`src/pmu_pkg.sv`:
```
package pmu_pkg;
  localparam int unsigned DATA_W = 64;
  localparam int unsigned ADDR_W = 12;
  localparam int unsigned CTR_W = 44;
  localparam int unsigned NUM_EV = 4;
  localparam int unsigned NUM_SUB = 8;
  localparam int unsigned SUB_W = 4;
  localparam int unsigned SEL_W = 7;
  localparam int unsigned THR_W = 8;
  localparam int unsigned EVSEL_W = 8;
  localparam int unsigned NUM_CORES = 4;
  localparam int unsigned EVT_BUS_W = NUM_EV * NUM_SUB * SUB_W;

  // Register space indices
  localparam logic [ADDR_W-1:0] ADDR_GLB_CTL = 12'hC00;
  localparam logic [ADDR_W-1:0] ADDR_GLB_STS = 12'hC01;
  localparam logic [ADDR_W-1:0] ADDR_MISC = 12'hC06;
  localparam logic [ADDR_W-1:0] ADDR_BOX_CTL = 12'hD04;
  localparam logic [ADDR_W-1:0] ADDR_CFG = 12'hD10;
  localparam logic [ADDR_W-1:0] ADDR_FLT_LO = 12'hD14;
  localparam logic [ADDR_W-1:0] ADDR_DATA = 12'hD16;
  localparam logic [ADDR_W-1:0] ADDR_FLT_HI = 12'hD1A;

  // Counter configuration fields
  localparam int unsigned CFG_EVSEL_LSB = 0;
  localparam int unsigned CFG_UMASK_LSB = 8;
  localparam int unsigned CFG_EDGE_BIT = 18;
  localparam int unsigned CFG_OVEN_BIT = 20;
  localparam int unsigned CFG_EN_BIT = 22;
  localparam int unsigned CFG_THR_LSB = 24;

  // Box and global control fields, and the global status overflow bit
  localparam int unsigned BOX_FREEZE_BIT = 8;
  localparam int unsigned GLB_ROUTE_LSB = 0;
  localparam int unsigned GLB_EN_BIT = 29;
  localparam int unsigned GLB_STS_OVF_BIT = 0;

  localparam logic [DATA_W-1:0] REG_RST = 64'h0;
  localparam logic [CTR_W-1:0] CTR_RST = 44'h0;
endpackage

```
`src/pmu_evt_if.sv`:
```
`timescale 1ns/1ns
interface pmu_evt_if;
  import pmu_pkg::*;
  logic [SEL_W-1:0] sel_cnt;
  logic [THR_W-1:0] thresh;
  logic edge_det;
  logic active;
  logic [SEL_W-1:0] inc;
  modport path (input sel_cnt, thresh, edge_det, active, output inc);
  modport ctr (input inc);
endinterface // pmu_evt_if

```
`src/pmu_evpath.sv`:
```
`timescale 1ns/1ns
module pmu_evpath
(
  input wire logic clk_i,          // Block clock
  input wire logic rst_n_i,        // Sync reset, low
  pmu_evt_if.path evt              // Event path signals
);
  import pmu_pkg::*;

  logic prev_hit;
  logic thr_nz;
  logic cmp_hit;
  logic rise;
  logic [SEL_W-1:0] thr_inc;

  assign thr_nz = (evt.thresh != '0);
  // Threshold compare comes first; zero threshold means any event
  assign cmp_hit = thr_nz ? ({1'b0, evt.sel_cnt} >= evt.thresh)
                          : (evt.sel_cnt != '0);
  assign rise = cmp_hit & ~prev_hit;
  assign thr_inc = thr_nz ? SEL_W'(cmp_hit) : evt.sel_cnt;
  assign evt.inc = !evt.active ? '0 :
                   evt.edge_det ? SEL_W'(rise) : thr_inc;

  always_ff @(posedge clk_i) begin
    if (!rst_n_i) begin
      prev_hit <= 1'b0;
    end else begin
      prev_hit <= evt.active & cmp_hit;
    end
  end
endmodule // pmu_evpath

```
`src/pmu_ctr.sv`:
```
`timescale 1ns/1ns
module pmu_ctr
(
  input wire logic clk_i,              // Block clock
  input wire logic rst_n_i,            // Sync reset, low
  input wire logic load_i,             // Software write
  input wire logic [pmu_pkg::CTR_W-1:0] load_val_i, // Written value
  pmu_evt_if.ctr evt,                  // Increment source
  output logic [pmu_pkg::CTR_W-1:0] count_o, // Counter value
  output logic wrap_o                  // Wrapped last cycle
);
  import pmu_pkg::*;

  logic [CTR_W:0] sum;

  assign sum = {1'b0, count_o} + (CTR_W+1)'(evt.inc);

  always_ff @(posedge clk_i) begin
    if (!rst_n_i) begin
      count_o <= CTR_RST;
      wrap_o <= 1'b0;
    end else begin
      // Software load beats the increment
      count_o <= load_i ? load_val_i : sum[CTR_W-1:0];
      wrap_o <= !load_i & sum[CTR_W];
    end
  end
endmodule // pmu_ctr

```
`src/pmu_counter_unit.sv`:
```
`timescale 1ns/1ns
module pmu_counter_unit
(
  input wire logic MCLK_I,                          // Clock, 100 MHz
  input wire logic RST_N_I,                         // Sync reset, low
  input wire logic [pmu_pkg::ADDR_W-1:0] MSR_ADDR_I, // Register index
  input wire logic MSR_WR_I,                        // Write strobe
  input wire logic MSR_RD_I,                        // Read strobe
  input wire logic [pmu_pkg::DATA_W-1:0] MSR_WDATA_I, // Write data
  input wire logic [pmu_pkg::EVT_BUS_W-1:0] EVT_CNT_I, // Sub-event counts
  output logic [pmu_pkg::DATA_W-1:0] MSR_RDATA_O,   // Read data
  output logic MSR_RVALID_O,                        // Read data valid
  output logic [pmu_pkg::NUM_CORES-1:0] OVF_CORE_O, // Overflow per core
  output logic CTR_RUN_O                            // Counting active
);
  import pmu_pkg::*;

  logic [DATA_W-1:0] glb_ctl;
  logic [DATA_W-1:0] misc;
  logic [DATA_W-1:0] box_ctl;
  logic [DATA_W-1:0] cfg;
  logic [DATA_W-1:0] flt_lo;
  logic [DATA_W-1:0] flt_hi;
  logic sts_ovf;
  logic [CTR_W-1:0] ctr_val;
  logic ctr_wrap;
  logic [SEL_W-1:0] sum_sel;

  // Write decode
  logic wr_glb_ctl;
  logic wr_glb_sts;
  logic wr_misc;
  logic wr_box;
  logic wr_cfg;
  logic wr_flt_lo;
  logic wr_data;
  logic wr_flt_hi;
  assign wr_glb_ctl = MSR_WR_I && (MSR_ADDR_I == ADDR_GLB_CTL);
  assign wr_glb_sts = MSR_WR_I && (MSR_ADDR_I == ADDR_GLB_STS);
  assign wr_misc = MSR_WR_I && (MSR_ADDR_I == ADDR_MISC);
  assign wr_box = MSR_WR_I && (MSR_ADDR_I == ADDR_BOX_CTL);
  assign wr_cfg = MSR_WR_I && (MSR_ADDR_I == ADDR_CFG);
  assign wr_flt_lo = MSR_WR_I && (MSR_ADDR_I == ADDR_FLT_LO);
  assign wr_data = MSR_WR_I && (MSR_ADDR_I == ADDR_DATA);
  assign wr_flt_hi = MSR_WR_I && (MSR_ADDR_I == ADDR_FLT_HI);

  // Configuration fields
  logic [EVSEL_W-1:0] event_select_field;
  logic [NUM_SUB-1:0] umask;
  logic [THR_W-1:0] thr;
  logic cfg_en;
  logic cfg_edge;
  logic cfg_oven;
  logic box_en;
  logic glb_en;
  logic run;
  logic ev_ok;
  localparam int unsigned EV_IDX_W = $clog2(NUM_EV);
  logic [EV_IDX_W-1:0] ev_idx;
  logic [NUM_CORES-1:0] route;
  assign event_select_field = cfg[CFG_EVSEL_LSB +: EVSEL_W];
  assign umask = cfg[CFG_UMASK_LSB +: NUM_SUB];
  assign thr = cfg[CFG_THR_LSB +: THR_W];
  assign cfg_en = cfg[CFG_EN_BIT];
  assign cfg_edge = cfg[CFG_EDGE_BIT];
  assign cfg_oven = cfg[CFG_OVEN_BIT];
  assign box_en = !box_ctl[BOX_FREEZE_BIT];
  assign glb_en = glb_ctl[GLB_EN_BIT];
  assign route = glb_ctl[GLB_ROUTE_LSB +: NUM_CORES];
  assign run = cfg_en && box_en && glb_en;
  assign ev_ok = (event_select_field < EVSEL_W'(NUM_EV));
  assign ev_idx = event_select_field[EV_IDX_W-1:0];

  // Selected event: unit-mask enabled sub-events summed in a chain
  logic [NUM_SUB:0][SEL_W-1:0] part_sum;
  assign part_sum[0] = '0;
  for (genvar s = 0; s < NUM_SUB; s++) begin : g_sub
    logic [SUB_W-1:0] raw;
    logic [SEL_W-1:0] pick;
    assign raw = EVT_CNT_I[(ev_idx * NUM_SUB + s) * SUB_W +: SUB_W];
    assign pick = (ev_ok && umask[s]) ? SEL_W'(raw) : '0;
    assign part_sum[s+1] = part_sum[s] + pick;
  end
  assign sum_sel = part_sum[NUM_SUB];

  pmu_evt_if evt ();
  assign evt.sel_cnt = sum_sel;
  assign evt.thresh = thr;
  assign evt.edge_det = cfg_edge;
  assign evt.active = run;

  pmu_evpath u_path (
    .clk_i(MCLK_I),
    .rst_n_i(RST_N_I),
    .evt(evt.path)
  );

  pmu_ctr u_ctr (
    .clk_i(MCLK_I),
    .rst_n_i(RST_N_I),
    .load_i(wr_data),
    .load_val_i(MSR_WDATA_I[CTR_W-1:0]),
    .evt(evt.ctr),
    .count_o(ctr_val),
    .wrap_o(ctr_wrap)
  );

  // Overflow notification
  logic ovf_evt;
  logic sts_clr;
  assign ovf_evt = ctr_wrap && cfg_oven;
  assign sts_clr = wr_glb_sts && MSR_WDATA_I[GLB_STS_OVF_BIT];

  // Read mux
  logic [DATA_W-1:0] sts_word;
  logic [DATA_W-1:0] ctr_word;
  logic [DATA_W-1:0] rd_val;
  assign sts_word = DATA_W'(sts_ovf) << GLB_STS_OVF_BIT;
  assign ctr_word = DATA_W'(ctr_val);
  assign rd_val =
    (MSR_ADDR_I == ADDR_GLB_CTL) ? glb_ctl :
    (MSR_ADDR_I == ADDR_GLB_STS) ? sts_word :
    (MSR_ADDR_I == ADDR_MISC) ? misc :
    (MSR_ADDR_I == ADDR_BOX_CTL) ? box_ctl :
    (MSR_ADDR_I == ADDR_CFG) ? cfg :
    (MSR_ADDR_I == ADDR_FLT_LO) ? flt_lo :
    (MSR_ADDR_I == ADDR_DATA) ? ctr_word :
    (MSR_ADDR_I == ADDR_FLT_HI) ? flt_hi : REG_RST;

  always_ff @(posedge MCLK_I) begin
    if (!RST_N_I) begin
      glb_ctl <= REG_RST;
      misc <= REG_RST;
      box_ctl <= REG_RST;
      flt_lo <= REG_RST;
      flt_hi <= REG_RST;
    end else begin
      if (wr_glb_ctl) glb_ctl <= MSR_WDATA_I;
      if (wr_misc) misc <= MSR_WDATA_I;
      if (wr_box) box_ctl <= MSR_WDATA_I;
      if (wr_flt_lo) flt_lo <= MSR_WDATA_I;
      if (wr_flt_hi) flt_hi <= MSR_WDATA_I;
    end
  end

  always_ff @(posedge MCLK_I) begin
    if (!RST_N_I) begin
      cfg <= REG_RST;
    end else if (wr_cfg) begin
      cfg <= MSR_WDATA_I;
    end
  end

  always_ff @(posedge MCLK_I) begin
    if (!RST_N_I) begin
      sts_ovf <= 1'b0;
      OVF_CORE_O <= '0;
    end else begin
      // Set wins over a same-cycle clear
      sts_ovf <= ovf_evt | (sts_ovf & ~sts_clr);
      OVF_CORE_O <= ovf_evt ? route : '0;
    end
  end

  always_ff @(posedge MCLK_I) begin
    if (!RST_N_I) begin
      MSR_RDATA_O <= REG_RST;
      MSR_RVALID_O <= 1'b0;
      CTR_RUN_O <= 1'b0;
    end else begin
      MSR_RDATA_O <= MSR_RD_I ? rd_val : MSR_RDATA_O;
      MSR_RVALID_O <= MSR_RD_I;
      CTR_RUN_O <= run;
    end
  end

  // Checks
  logic thr_nz;
  logic hit_cmp;
  logic quiet;
  assign thr_nz = (thr != '0);
  assign hit_cmp = thr_nz ? ({1'b0, sum_sel} >= thr) : (sum_sel != '0);
  assign quiet = run && !wr_data;
  logic addr_known;
  assign addr_known = (MSR_ADDR_I == ADDR_GLB_CTL)
    || (MSR_ADDR_I == ADDR_GLB_STS) || (MSR_ADDR_I == ADDR_MISC)
    || (MSR_ADDR_I == ADDR_BOX_CTL) || (MSR_ADDR_I == ADDR_CFG)
    || (MSR_ADDR_I == ADDR_FLT_LO) || (MSR_ADDR_I == ADDR_DATA)
    || (MSR_ADDR_I == ADDR_FLT_HI);
endmodule // pmu_counter_unit

```
`config.mk`:
```
export PLATFORM = sky130hd
export DESIGN_NAME = pmu_counter_unit
export DESIGN_NICKNAME = d
export VERILOG_FILES = /design/src/pmu_pkg.sv /design/src/pmu_evt_if.sv /design/src/pmu_evpath.sv /design/src/pmu_ctr.sv /design/src/pmu_counter_unit.sv
export SDC_FILE = /design/constraint.sdc
export NUM_CORES = 1
export LEC_CHECK = 0
export ABC_AREA = 1
export CAP_MARGIN = 15
export CORE_MARGIN = 2
export CORE_UTILIZATION = 41
export DETAILED_ROUTE_END_ITERATION = 16
export DONT_BUFFER_PORTS = 1
export GPL_ROUTABILITY_DRIVEN = 0
export RECOVER_POWER = 100
export SLEW_MARGIN = 25
export SYNTH_ARGS = -nofsm -noshare
export SYNTH_HDL_FRONTEND = slang
export SYNTH_SLANG_ARGS = --single-unit
```
`constraint.sdc`:
```
create_clock -name MCLK_I -period 7.3 [get_ports MCLK_I]
set_clock_uncertainty 0.15 [all_clocks]
set_input_delay 1.46 -clock MCLK_I [delete_from_list [all_inputs] [get_ports MCLK_I]]
set_output_delay 1.46 -clock MCLK_I [all_outputs]
set_load 0.01 [all_outputs]
```
# Word-level counts from Yosys, hierarchy flattened
# Cells that the tools add are included.
# W data, S select, Z words.
[op_classes]
addsub = 15
n_mul = 0
n_div = 0
n_lt_le_gt_ge = 2
eq_ne = 8
shifts = 8
mux = 21
bitwise_logic = 7
reduce_logical = 25
[ops]
columns = ["op", "n"]
rows = [
  ["$shiftx A128 B9 Y4", 7],
  ["$mux W64", 8],
  ["$shiftx A128 B8 Y4", 1],
  ["$eq A12 B12 Y1 const B", 8],
  ["$add A44 B7 Y45", 1],
  ["$mux W44", 1],
  ["$mux W4", 8],
  ["$add A7 B4 Y7", 4],
  ["$add A5 B3 Y6 const B", 4],
  ["$mux W7", 3],
  ["$logic_and A1 B1 Y1", 20],
  ["$add A5 B2 Y6 const B", 2],
  ["$ge A7 B8 Y1", 1],
  ["$lt A8 B3 Y1 const B", 1],
  ["$reduce_bool A8 Y1", 1],
  ["$add A6 B4 Y7", 1],
  ["$reduce_bool A7 Y1", 1],
  ["$add A5 B1 Y6 const B", 1],
  ["$add A5 B4 Y6", 1],
  ["$add A4 B4 Y5", 1],
  ["$and A1 B1 Y1", 4],
  ["$logic_not A1 Y1", 2],
  ["$not A1 Y1", 2],
  ["$reduce_and A2 Y1", 1],
  ["other kinds (2)", 2],
]
[word_totals]
ff_bits = 501
latch_bits = 0
ram_bits = 0
rom_bits = 0
in_bits = 208
word_cells = 100
mem_count = 0

# Logic depth before layout (Yosys ltp)
# Gate-level depths: netlist (run 1).
[depth]
depth_word = 17
ltp_mapped = 43
ltp_nobuf = 40

# By module
# Synthesis (run 1) repeated with hierarchy kept, for this count alone.
[hier_totals]
hier_cells = 3465
area_unflattened_um2 = 24319.6
[modules_own_cells]
columns = ["mod", "n_inst", "cells_per_inst", "area_per_inst_um2", "seq_area_each_um2"]
rows = [
  ["pmu_counter_unit", 1, 2761, 20332.0, 9108.7],
  ["pmu_ctr", 1, 629, 3589.7, 900.9],
  ["pmu_evpath", 1, 75, 397.9, 20.0],
]

# Least setup slack after synthesis (run 1)
# OpenSTA, ideal clock, no wires.
[synth_timing]
kind = "in2reg"
startpoint = "input port EVT_CNT_I[35] in the netlist's numbering"
endpoint = "register u_ctr.count_o[10] in the netlist's numbering"
setup_time_ns = 0.058
arrival_ns = 7.425
required_ns = 7.092
slack_ns = -0.333
path_stages = 35
n_path_buf = 0
cell_sequence = "o21ai_0 > o22ai_1 > nand2_1 > inv_1 > fa_1 > fa_1 > fa_1 > inv_1 > fa_1 > inv_1 > fa_1 > a31oi_1 > inv_1 > ha_1 > nand2_1 > nor2_1 > nand4_1 > nand4_1 > o21ai_0 > o22ai_1 > ha_1 > inv_1 > fa_1 > inv_1 > nand3_1 > nand2_1 > nand2_1 > nand2_1 > inv_1 > nor2_1 > inv_1 > or2_2 > nand3_1 > nand3_1 > inv_1"
[synth_between]
elab_chain_cells = 16
[synth_rtl]
columns = ["element", "line", "source"]
rows = [
  ["from (decl)", "pmu_counter_unit.sv:10", "input wire logic [pmu_pkg::EVT_BUS_W-1:0] EVT_CNT_I,"],
  ["$shiftx A128 B8 Y4 / $shiftx A128 B9 Y4 (equally long branches)", "pmu_counter_unit.sv:80", "assign raw = EVT_CNT_I[(ev_idx * NUM_SUB + s) * SUB_W +: SUB_W];"],
  ["$mux W4", "pmu_counter_unit.sv:81", "assign pick = (ev_ok && umask[s]) ? SEL_W'(raw) : '0;"],
  ["$add A4 B4 Y5", "pmu_counter_unit.sv:82", "assign part_sum[s+1] = part_sum[s] + pick;"],
  ["$add A5 B4 Y6", "pmu_counter_unit.sv:82", ""],
  ["$add A6 B4 Y7", "pmu_counter_unit.sv:82", ""],
  ["$add A7 B4 Y7 (3 in a row)", "pmu_counter_unit.sv:82", ""],
  ["$add A7 B4 Y7 (*)", "pmu_counter_unit.sv:82", ""],
  ["$ge A7 B8 Y1 / $reduce_bool A7 Y1 (equally long branches)", "--", ""],
  ["$mux W1", "pmu_evpath.sv:18", "assign cmp_hit = thr_nz ? ({1'b0, evt.sel_cnt} >= evt.thresh)"],
  ["$mux W7 / $and A1 B1 Y1 (equally long branches)", "pmu_evpath.sv:21, pmu_evpath.sv:20", ""],
  ["$mux W7 (*)", "pmu_evpath.sv:23", "evt.edge_det ? SEL_W'(rise) : thr_inc;"],
  ["$mux W7 (*)", "pmu_evpath.sv:22", "assign evt.inc = !evt.active ? '0 :"],
  ["$add A44 B7 Y45 (*)", "pmu_ctr.sv:16", "assign sum = {1'b0, count_o} + (CTR_W+1)'(evt.inc);"],
  ["$mux W44 (*)", "pmu_ctr.sv:24", "count_o <= load_i ? load_val_i : sum[CTR_W-1:0];"],
  ["to (signal assigned)", "pmu_ctr.sv:24", ""],
  ["to (decl)", "pmu_ctr.sv:9", "output logic [pmu_pkg::CTR_W-1:0] count_o,"],
]
# Every way passes the cells marked *; elsewhere a longest branch is shown, timed or not.
# A chain may end at the register's enable or synchronous reset.

# Worst setup path in the final report (run 1)
[layout_timing]
startpoint = "input port EVT_CNT_I[119] in the netlist's numbering"
endpoint = "register u_ctr.count_o[10] in the netlist's numbering"
[layout_between]
elab_chain_cells = 16
[layout_rtl]
columns = ["element", "line"]
rows = [
  ["$shiftx A128 B9 Y4", "pmu_counter_unit.sv:80"],
  ["$mux W4", "pmu_counter_unit.sv:81"],
  ["$add A4 B4 Y5", "pmu_counter_unit.sv:82"],
  ["$add A5 B4 Y6", "pmu_counter_unit.sv:82"],
  ["$add A6 B4 Y7", "pmu_counter_unit.sv:82"],
  ["$add A7 B4 Y7 (3 in a row)", "pmu_counter_unit.sv:82"],
  ["$add A7 B4 Y7 (*)", "pmu_counter_unit.sv:82"],
  ["$ge A7 B8 Y1 / $reduce_bool A7 Y1 (equally long branches)", "--"],
  ["$mux W1", "pmu_evpath.sv:18"],
  ["$mux W7 / $and A1 B1 Y1 (equally long branches)", "pmu_evpath.sv:21, pmu_evpath.sv:20"],
  ["$mux W7 (*)", "pmu_evpath.sv:23"],
  ["$mux W7 (*)", "pmu_evpath.sv:22"],
  ["$add A44 B7 Y45 (*)", "pmu_ctr.sv:16"],
  ["$mux W44 (*)", "pmu_ctr.sv:24"],
]
# Marked as above.

==> summary.md, run 1 <==
| Metric | Value |
|---|---|
| Tmin final | just under 7 ns |
| FF+latch count, synth | 501 |
| FF/Latch Area | 0.0100 mm2 |
| Logic gate share of total power | 0.019 |
| Layout cells sized above 1 | 0.0491 |
| Outcome | finished with violations |
| Root Buffer | clkbuf_16 |
| Wirelength per Cell | around 17 um |
| Core Region | around 0.06 mm2 |
| Most frequent cells in the layout | nand2_1, inv_1, o21ai_0 |
| Worst reg-to-reg setup slack | 0.45 ns |
| Main synth FF type | dfxtp_1 |
| DP Area | ~0.025 mm2 |
| Final core utilization | 0.451 |
| Slowest CP cell | fa_1 |
| Post-Layout Cell Count | around 4400 |
| Antenna diode count | 0 |
| Hold path depth | 2 |
| Slew margin rel. | -2.24 |
| Fill count | about 6300 |
| TritonCTS clock tree | yes |
| Area of the multi-input gates | 0.0115 mm2 |
| Internal Power | 4.28 mW |
| # setup viols final | 0 |
| VDD IR-drop max | between 150 and 200 uV |
| Unique cell type count in the Yosys netlist | 36 |
| Worst setup EP type | flip-flop |
| Max Cap Viol | 10 |
| RR Endpoint | u_ctr.count_o[10] |
| PortBufs | 0 |
| Vias per Instance | roughly 5.2 |
| Leakage power | approximately 11 nW |
| Setup TNS | 0 ns |
| Clock Tree Buf Depth | 3 |
| Synth Area in Simple Gates | 0.186 |
| Ys async rst share | 0 |
| Drt first pass iters | 5 |
| Clk pwr share | 0.475 |
| Commonest non-fill, non-tap cell in the layout | nand2_1 |
| Worst-Skew Late Latency | 0.60 ns |
| Seq pwr share | 0.506 |
| DIE HEIGHT | roughly 250 um |
| Clock transition at path regs | ~0.06 ns |
| Pwr Density | between 200 and 250 mW/mm2 |
| Power Total | roughly 5.5 mW |
| Hold buffers post-CTS | 0 |
| Adder-Cell Fraction of Synth Area | 0.0300 |
| Total CTS buffers | 53 |
| Final ANT Viol Nets | 0 |
| Post-DP HPWL | around 49000 um |
| Mux contribution to synthesized area | 0 |
| Worst path arrival time | approximately 7.3 ns |
| IO Pins | ~280 |
| Kind of critical path | input pin to flip-flop |
| Remaining DRCs | 0 |
| Crit path required time | just under 8 ns |
| Ys Warns | 0 |
| H-tree levels | 2 |
| Vias in the first global route | 21000 |
| Place WS | -0.479 ns |
| Compound-Gate Fraction of Synth Area | 0.239 |
| Tightest Pin Transition | slightly below 5 ns |
| Worst stage delay on the critical path | ~0.56 ns |
| Hold_ws | roughly 0.29 ns |
| Reg2Reg Depth | 37 |
| Hold WC Path Type | flip-flop to flip-flop |
| Tcrit/Tclk final | 0.951 |
| Crit start category | input pin |
| Fmax | about 140 MHz |
| Largest net degree at the start of global routing | 490 |
| Slack of the critical path | around 0.36 ns |
| Placed Cells | roughly 4300 |
| Routed WL | approximately 76000 um |
| GRT Total Usage | 0.237 |
| Hold Violations, Final | 0 |
| Row cnt | 90 |
| Crit Path Max Fanout | 5 |
| Initial antenna violation count | 0 |
| Hold Path End | misc[47] |
| Sequential area share after synthesis | 0.405 |
| Failing checks | max-capacitance violations, max-slew violations |
| Post-synth EDFFs | 0 |
| First-pass GRT wire length | about 120000 um |
| Total Die Area | 0.0624 mm2 |
| Syn Area/Cell | around 6.7 um2 |
| Finished layout cell area | ~0.027 mm2 |
| Initial Util | 0.413 |
| Net Switching | about 1.2 mW |
| Die width | around 250 um |
| Switching share of power | 0.220 |
| Layout area overhead | 9.20% |
| Mapped Nets | ~4000 |
| Sink Count | about 500 |
| Via count | 22700 |
| R2R Path Start | cfg[7] |
| Max Slew Vio Count | ~700 |
| Mapped cell area | between 0.02 and 0.025 mm2 |
| Synth Area in XOR/XNOR | 0.00566 |
| HP Start | misc[47] |
| Grt ovf | 0 |
| Initial detailed-routing violation count | between 1500 and 2000 |
| Mapped Cells | 3703 |
| Largest family of logic cells by synthesized area | compound AO/OA/AOI/OAI gates |
| Number of nets in the layout | 3838 |
power by group through the flow:
stage          Sequential (mW)  Clock, mW  Combinational (mW)
2_1_floorplan             2.83          0               0.120
3_3_place_gp              2.84          0               0.104
3_5_place_dp              2.84          0               0.105
4_1_cts                   2.77       2.67               0.106
5_1_grt                   2.77       2.77               0.124
6_report                  2.77       2.61               0.105
registers in the layout, indices dropped and copies added (netlist names), 4 cells and up:
signal,flops
u_ctr.count_o,44
box_ctl,64
flt_lo,64
OVF_CORE_O,4
flt_hi,64
cfg,64
misc,64
MSR_RDATA_O,64
glb_ctl,64
area by class of cell:
class | count | area share
multi-input cells | 2330 | 0.426
inverters | 638 | 0.0885
well taps | 782 | 0.0362
flip-flops and latches | 501 | 0.371
repair buffers | 61 | 0.0168
clock inverters | 14 | 0.00421
clock buffers | 81 | 0.0571
kinds of logic after synthesis:
group,Yosys count
compound gates,1161
xor+xnor,16
fa+ha+maj,45
buf+inv,872
flops,501
simple gates,1108
synth_stat cells (all sizes together) (18+ instances only):
cell type,number,area share
nor3,27,0.0061
inv,637,0.097
nand3,125,0.025
o21ai,635,0.13
dfxtp,501,0.40
nand4,67,0.017
buf,52,0.010
ha,21,0.011
nor2,160,0.025
nand2,713,0.11
fa,24,0.019
clkbuf,182,0.028
o22ai,33,0.0083
o211ai,18,0.0055
a21oi,465,0.094
worst max-delay path by stage:
stage | from | to | slack, ns | cells after the start
after floorplan | EVT_CNT_I[55] | u_ctr.count_o[10] | 0.009 | 37
after global placement | EVT_CNT_I[119] | u_ctr.count_o[10] | -0.41 | 37
after detailed placement | EVT_CNT_I[119] | u_ctr.count_o[10] | -0.48 | 37
after CTS | cfg[4] | u_ctr.count_o[10] | 0.12 | 37
after global routing | cfg[7] | u_ctr.count_o[10] | -0.008 | 40
final | EVT_CNT_I[119] | u_ctr.count_o[10] | 0.36 | 37
critical path, delay by kind of cell:
kind,cells,cell delay (ns)
simple gates,16,1.65
buf+inv,9,0.53
fa+ha+maj,8,3.10
xor+xnor,1,0.18
compound gates,3,0.43
metal layers:
layer	vias up	wire length, um	GRT usage
met3	98	4470	0.0423
met2	539	35200	0.399
met5	-	0	0
met4	0	1860	0.0664
li1	11700	-	-
met1	10400	34300	0.311
what timing repair did:
item / in CTS / in global routing
endpoints found under the setup margin: 0 / 28
setup buffers: 0 / 3
resized for setup: 0 / 17
Note: power is estimated with default switching activity, not from simulation.
==> run 2: changes to the inputs <==
ABC_AREA = unset   (was 1)
CORE_ASPECT_RATIO = 0.9   (was unset)
==> run 2 against run 1 <==
Against the previous run:
- the run ends with max-capacitance violations, max-slew violations, negative setup slack left
- final area fell by 7.7%
- worst hold slack improved by 0.011 ns
- count of clock-buffer cells in the layout rose by 3
- largest power group unchanged
- highest routed layer is now met5
==> summary.md, run 2 <==
| Metric | Value |
|---|---|
| Layout area overhead | 12.0% |
| DP Area | 0.0230 mm2 (-9.5%) |
| Total Die Area | 0.0563 mm2 (-9.8%) |
| H-tree levels | 2 (unchanged) |
| Ys async rst share | 0 (unchanged) |
| Setup TNS | -9.30 ns (-9.30 ns) |
| Hold path depth | 2 (unchanged) |
| Max Slew Vio Count | 774 (+9.5%) |
| Critical path's top delay family | adder cells |
| Mapped cell area | 0.0223 mm2 (-10%) |
| Hold buffers post-CTS | 0 (unchanged) |
| Worst setup EP type | flip-flop |
| Slowest CP cell | fa_2 |
| Root Buffer | clkbuf_16 |
| Max Cap Viol | 13 (+3) |
| Slew margin rel. | -1.81 (+0.428) |
| Tightest Pin Transition | 4.22 ns (-0.642 ns) |
| Fill count | 5120 (-18%) |
| Place WS | -1.06 ns (-0.580 ns) |
| Tcrit/Tclk final | 1.05 (+0.101) |
| Crit path required time | 7.61 ns (-0.09 ns) |
| Worst stage delay on the critical path | 0.60 ns (+0.04 ns) |
| R2R Path Start | cfg[4] |
| First-pass GRT wire length | 118000 um (-0.16%) |
| WP buf/inv | 5 (-4) |
| Main synth FF type | dfxtp_1 |
| Wirelength per Cell | 23.3 um (+35%) |
| Sequential area share after synthesis | 0.450 (+0.0448) |
| Total CTS buffers | 53 (unchanged) |
| Hold Violations, Final | 0 (unchanged) |
| Layout cells sized above 1 | 0.0914 (+0.0423) |
| Dominant cell type by area after synthesis | dfxtp_1 |
| RSZ-0062 raised after global routing | yes |
| Number of nets in the layout | 2894 (-25%) |
| Final ANT Viol Nets | 0 (unchanged) |
| Placed Cells | 3276 (-24%) |
| Row cnt | 81 (-10%) |
| Core Region | 0.0540 mm2 (-10%) |
| Hold Path End | box_ctl[39] |
| Fmax | 130 MHz (-9.6%) |
| PortBufs | 0 (unchanged) |
| Slack of the critical path | -0.379 ns (-0.740 ns) |
| Vias per Instance | 6.00 (+16%) |
| Mapped Cells | 2734 (-26%) |
| RR Endpoint | u_ctr.count_o[38] |
| Pwr Density | 226 mW/mm2 (+11%) |
| Worst-Skew Late Latency | 0.61 ns (about the same) |
| Post-Layout Cell Count | 3389 (-23%) |
| Initial antenna violation count | 4 (+4) |
| Ranking of synthesized cells by area | dfxtp_1, nand2_1, a21oi_1 |
| Commonest non-fill, non-tap cell in the layout | nand2_1 |
| TritonCTS clock tree | yes |
| GRT Total Usage | 0.270 (+0.0323) |
| Tmin final | 7.68 ns (+0.740 ns) |
| FF+latch count, synth | 501 (unchanged) |
| Hold WC Path Type | flip-flop to flip-flop |
| DIE HEIGHT | 225 um (-9.8%) |
| Unique cell type count in the Yosys netlist | 57 (+58%) |
| Crit Path Max Fanout | 16 (+11) |
| Worst reg-to-reg setup slack | -0.27 ns (-0.72 ns) |
| Leakage power | 8.09 nW (-28%) |
| Routed WL | 79000 um (+4.1%) |
| Syn Area/Cell | 8.16 um2 (+22%) |
| Clock Tree Buf Depth | 3 (unchanged) |
| VDD IR-drop max | 185 uV (+20%) |
| Synth top area share | 0.450 (+0.0448) |
| # setup viols final | 37 (+37) |
| Power Total | 5.64 mW (+2.7%) |
| Post-DP HPWL | 47500 um (-2.9%) |
| Sink Count | 501 (unchanged) |
| Most used cell, CP | fa_1 |
| Finished layout cell area | 0.0250 mm2 (-7.7%) |
| Area of the multi-input gates | 0.0115 mm2 (-0.37%) |
| Post-synth top cells | nand2_1, dfxtp_1, a21oi_1 |
| Reg2Reg Depth | 31 (-16%) |
| Failing checks | max-capacitance violations, max-slew violations, negative setup slack |
| Kind of critical path | input pin to flip-flop |
| Outcome | finished with violations |
| Remaining DRCs | 0 (unchanged) |
| Top-count cell post-synth | nand2_1 |
| Initial detailed-routing violation count | 2288 (+36%) |
| Post-synth EDFFs | 0 (unchanged) |
| FF/Latch Area | 0.0100 mm2 (about the same) |
| IO Pins | 278 (unchanged) |
| Grt ovf | 0 (unchanged) |
| Vias in the first global route | 19700 (-6.1%) |
| Drt first pass iters | 6 (+1) |
| Ys Warns | 0 (unchanged) |
| Worst path arrival time | 7.99 ns (+0.65 ns) |
| Largest net degree at the start of global routing | 184 (-62%) |
| Mapped Nets | 2987 (-24%) |
| Die width | 250 um (about the same) |
| Initial Util | 0.413 (about the same) |
| Via count | 20300 (-11%) |
| Crit start category | input pin |
| HP Start | box_ctl[39] |
| Clock transition at path regs | 0.06 ns (about the same) |
| Most frequent cells in the layout | nand2_1, dfxtp_1, a21oi_1 |
[run 2: cell types whose count changed after synthesis, sizes merged, moves of 33 or more]
cell	previous run	this run
nand2	713	837
clkbuf	182	139
inv	637	39
o22ai	33	0
a22oi	0	47
and3	0	53
nor2	160	24
nand4	67	16
o21ai	635	110
a222oi	0	62
nand3	125	28
a22o	0	82
[run 2: kinds of logic (layout without fill, tap and decap cells)]
logic type                 Yosys count  after routing  share of synthesized area
AOI/OAI and AO/OA                  829            829                      0.227
xor gates and xnor gates            41             41                     0.0161
adders and majority gates           45             45                     0.0333
buffers and inverters              261            208                     0.0488
DFF                                501            501                      0.450
muxes                               32             32                     0.0323
other                                0              3                          0
and+or+nand+nor                   1025           1025                      0.193
[run 2: worst max path at each step]
| stage | from | to | slack (ns) | cells past startpoint |
|---|---|---|---|---|
| 2_1_floorplan | EVT_CNT_I[119] | u_ctr.count_o[42] | -0.69 | 29 |
| 3_3_place_gp | EVT_CNT_I[99] | u_ctr.count_o[42] | -0.97 | 29 |
| 3_5_place_dp | EVT_CNT_I[118] | u_ctr.count_o[20] | -1.06 | 26 |
| 4_1_cts | EVT_CNT_I[118] | u_ctr.count_o[38] | -0.36 | 26 |
| 5_1_grt | EVT_CNT_I[119] | u_ctr.count_o[42] | -0.62 | 29 |
| 6_report | EVT_CNT_I[119] | u_ctr.count_o[38] | -0.38 | 29 |
[run 2: where the power goes]
group	switching [mW]	total, mW	internal (mW)	leakage [nW]
sequential	0.0181	2.76	2.75	4.04
combinational	0.0789	0.116	0.0371	3.18
clock	1.14	2.76	1.62	0.874
[run 2: repair_timing]
item | CTS | global route
pin swaps | 3 | 15
buffers inserted | 6 | 10
endpoints found under the setup margin | 24 | 42
hold endpoints to repair | 0 | 0
resized for setup | 6 | 27
[run 2: layout make-up]
class	count	area share
diodes	3	0.000301
multi-input cells	1972	0.460
inverters	39	0.00586
repair buffers	74	0.0260
well taps	705	0.0353
clock buffers	84	0.0646
clock inverters	11	0.00626
flip-flops and latches	501	0.402
[run 2: per-stage QoR]
step | util | hold slack [ns]
after global placement | 0.425 | 0.286
final | 0.462 | 0.298
after detailed placement | 0.426 | 0.291
after floorplan | - | 0.277
after global routing | 0.462 | 0.317
after CTS | 0.460 | 0.299
[run 2: worst register-to-register path: cells and delay by family, from the launching register on]
family | cells | cell delay (ns)
compound gates | 8 | 1.07
xor+xnor | 2 | 0.37
fa+ha+maj | 8 | 3.03
buf+inv | 6 | 0.66
flops | 1 | 0.34
simple gates | 7 | 1.81
[run 2: layer usage]
metal  vias to the layer above  track usage  wire (um)
met5                         -            0         27
met4                         4        0.109       2640
met3                       164       0.0497       6840
met2                       955        0.456      37700
met1                      9851        0.340      31800
li1                       9349            -          -
==> run 3: changes to the inputs <==
CELL_PAD_IN_SITES_DETAIL_PLACEMENT = 0   (was unset)
CELL_PAD_IN_SITES_GLOBAL_PLACEMENT = 1   (was unset)
PLACE_DENSITY_LB_ADDON = 0.1   (was unset)
==> run 3 against run 2 <==
Against the previous run:
- the run still ends with max-capacitance violations, max-slew violations, negative setup slack left
- via count down 0.89%
- sequential power about the same
- die area unchanged
- global-route usage up 1.2 points
- combinational power about the same
- register-to-register slack better by 0.03 ns
- final area about the same
- utilization about the same
- setup slack better by 0.053 ns
- sequential share of layout area about the same
- first-iteration DRC count down 23%
- critical path depth unchanged
- highest routed layer unchanged
==> summary.md, run 3 (synthesized netlist as in run 2, its figures left out) <==
| Metric | Value |
|---|---|
| Hold Violations, Final | 0 (unchanged) |
| Initial detailed-routing violation count | 1768 (-23%) |
| Worst stage delay on the critical path | 0.61 ns (about the same) |
| Clock Tree Buf Depth | 3 (unchanged) |
| Crit start category | input pin |
| Layout area overhead | 12.1% (about the same) |
| # setup viols final | 23 (-38%) |
| Sink Count | 501 (unchanged) |
| WP buf/inv | 5 (unchanged) |
| Worst path arrival time | 7.92 ns (-0.07 ns) |
| Crit path required time | 7.60 ns (about the same) |
| H-tree levels | 2 (unchanged) |
| Kind of critical path | input pin to flip-flop |
| Tmin final | 7.63 ns (-0.0534 ns) |
| Max Slew Vio Count | 713 (-7.9%) |
| Initial Util | 0.413 (unchanged) |
| TritonCTS clock tree | yes |
| Routed WL | 81400 um (+3.2%) |
| Critical path's top delay family | adder cells |
| Most used cell, CP | fa_2 |
| Hold WC Path Type | flip-flop to flip-flop |
| Final ANT Viol Nets | 0 (unchanged) |
| Failing checks | max-capacitance violations, max-slew violations, negative setup slack |
| Worst-Skew Late Latency | 0.61 ns (about the same) |
| First-pass GRT wire length | 122000 um (+2.6%) |
| Tcrit/Tclk final | 1.04 (-0.00732) |
| DIE HEIGHT | 225 um (unchanged) |
| Vias per Instance | 5.95 (-0.74%) |
| Commonest non-fill, non-tap cell in the layout | nand2_1 |
| GRT Total Usage | 0.281 (+0.0117) |
| Die width | 250 um (unchanged) |
| Core Region | 0.0540 mm2 (unchanged) |
| Most frequent cells in the layout | nand2_1, dfxtp_1, a21oi_1 |
| Vias in the first global route | 19300 (-2.1%) |
| Number of nets in the layout | 2885 (-0.31%) |
| Tightest Pin Transition | 4.50 ns (+0.283 ns) |
| Max Cap Viol | 12 (-1) |
| Clock transition at path regs | 0.06 ns (about the same) |
| Remaining DRCs | 0 (unchanged) |
| Wirelength per Cell | 24.1 um (+3.3%) |
| VDD IR-drop max | 163 uV (-12%) |
| Worst setup EP type | flip-flop |
| Total CTS buffers | 54 (+1.9%) |
| PortBufs | 0 (unchanged) |
| Initial antenna violation count | 7 (+3) |
| Drt first pass iters | 6 (unchanged) |
| Crit Path Max Fanout | 8 (-8) |
| Hold_ws | 0.297 ns (-0.00115 ns) |
| Fmax | 131 MHz (+0.70%) |
| Total Die Area | 0.0563 mm2 (unchanged) |
| Slack of the critical path | -0.325 ns (+0.0534 ns) |
| Slowest CP cell | fa_2 |
| Pwr Density | 231 mW/mm2 (+2.3%) |
| Fill count | 5267 (+2.9%) |
| Slew margin rel. | -2.00 (-0.189) |
| Leakage power | 8.11 nW (+0.24%) |
| Row cnt | 81 (unchanged) |
| Post-DP HPWL | 48500 um (+2.0%) |
| RSZ-0062 raised after global routing | yes |
| IO Pins | 278 (unchanged) |
| Largest net degree at the start of global routing | 201 (+9.2%) |
| Outcome | finished with violations |
| Layout cells sized above 1 | 0.0912 (-0.000169) |
| Grt ovf | 0 (unchanged) |
| Via count | 20100 (-0.89%) |
| Setup TNS | -5.03 ns (+4.27 ns) |
| Root Buffer | clkbuf_16 |
-- run 3: changes by cell type in the layout (fill, tap and decap cells not counted), sizes merged --
cell	delta
clkinvlp	+2
bufinv	+2
clkinv	+5
clkbuf	-1
diode	+1
buf	-14
-- run 3: power by group --
part	leakage, nW	internal (mW)	switching (mW)
logic	3.14	0.0371	0.0800
clock network	0.935	1.73	1.17
registers	4.04	2.75	0.0166
total	8.11	4.51	1.26
-- run 3: metal layers --
metal / GRT usage / up-vias / share of wire
met5: 0.00346 / - / 0.00070
met4: 0.101 / 8 / 0.033
met3: 0.0594 / 148 / 0.076
met2: 0.465 / 756 / 0.46
met1: 0.363 / 9883 / 0.43
li1: - / 9348 / -
-- run 3: layout make-up --
class	instances	area, um2	share of cell area
multi-input cells	1972	11500	0.460
flip-flops and latches	501	10000	0.401
clock buffers	79	1640	0.0655
well taps	705	882	0.0353
repair buffers	64	564	0.0226
clock inverters	20	239	0.00956
inverters	39	150	0.00600
diodes	4	10.0	0.000400
-- run 3: final timing paths --
check,slack [ns],startpoint,depth (start not counted),to
min reg2reg,0.30,box_ctl[38],2,box_ctl[38]
max reg2reg,-0.24,cfg[4],30,u_ctr.count_o[28]
max,-0.33,EVT_CNT_I[107],29,u_ctr.count_o[28]
min,0.30,box_ctl[38],2,box_ctl[38]
-- run 3: timing repair --
item	in CTS	in global routing
gates resized for setup	13	15
cloned	1	1
hold buffers	0	0
pin swaps	14	10
endpoints found under the setup margin	34	40
buffers inserted	1	4
-- run 3: worst reg2reg max path, delay by kind of cell, from the launching register on --
family,cells,cell delay (ns)
xor+xnor,1,0.16
fa+ha+maj,9,3.24
flops,1,0.31
simple gates,7,1.64
buf+inv,6,0.75
compound gates,7,1.11
-- run 3: through the flow --
step           area (um2)  utilization  power, mW  setup WS, ns  std cells
2_1_floorplan       22400            -       2.92        -0.691       2734
3_3_place_gp        23000        0.425       2.94        -0.969       3272
3_5_place_dp        23000        0.426       2.94         -1.05       3274
4_1_cts             25000        0.462       5.83        -0.271       3375
5_1_grt             25000        0.463       5.94        -0.562       3382
6_report            25000        0.463       5.77        -0.325       3384
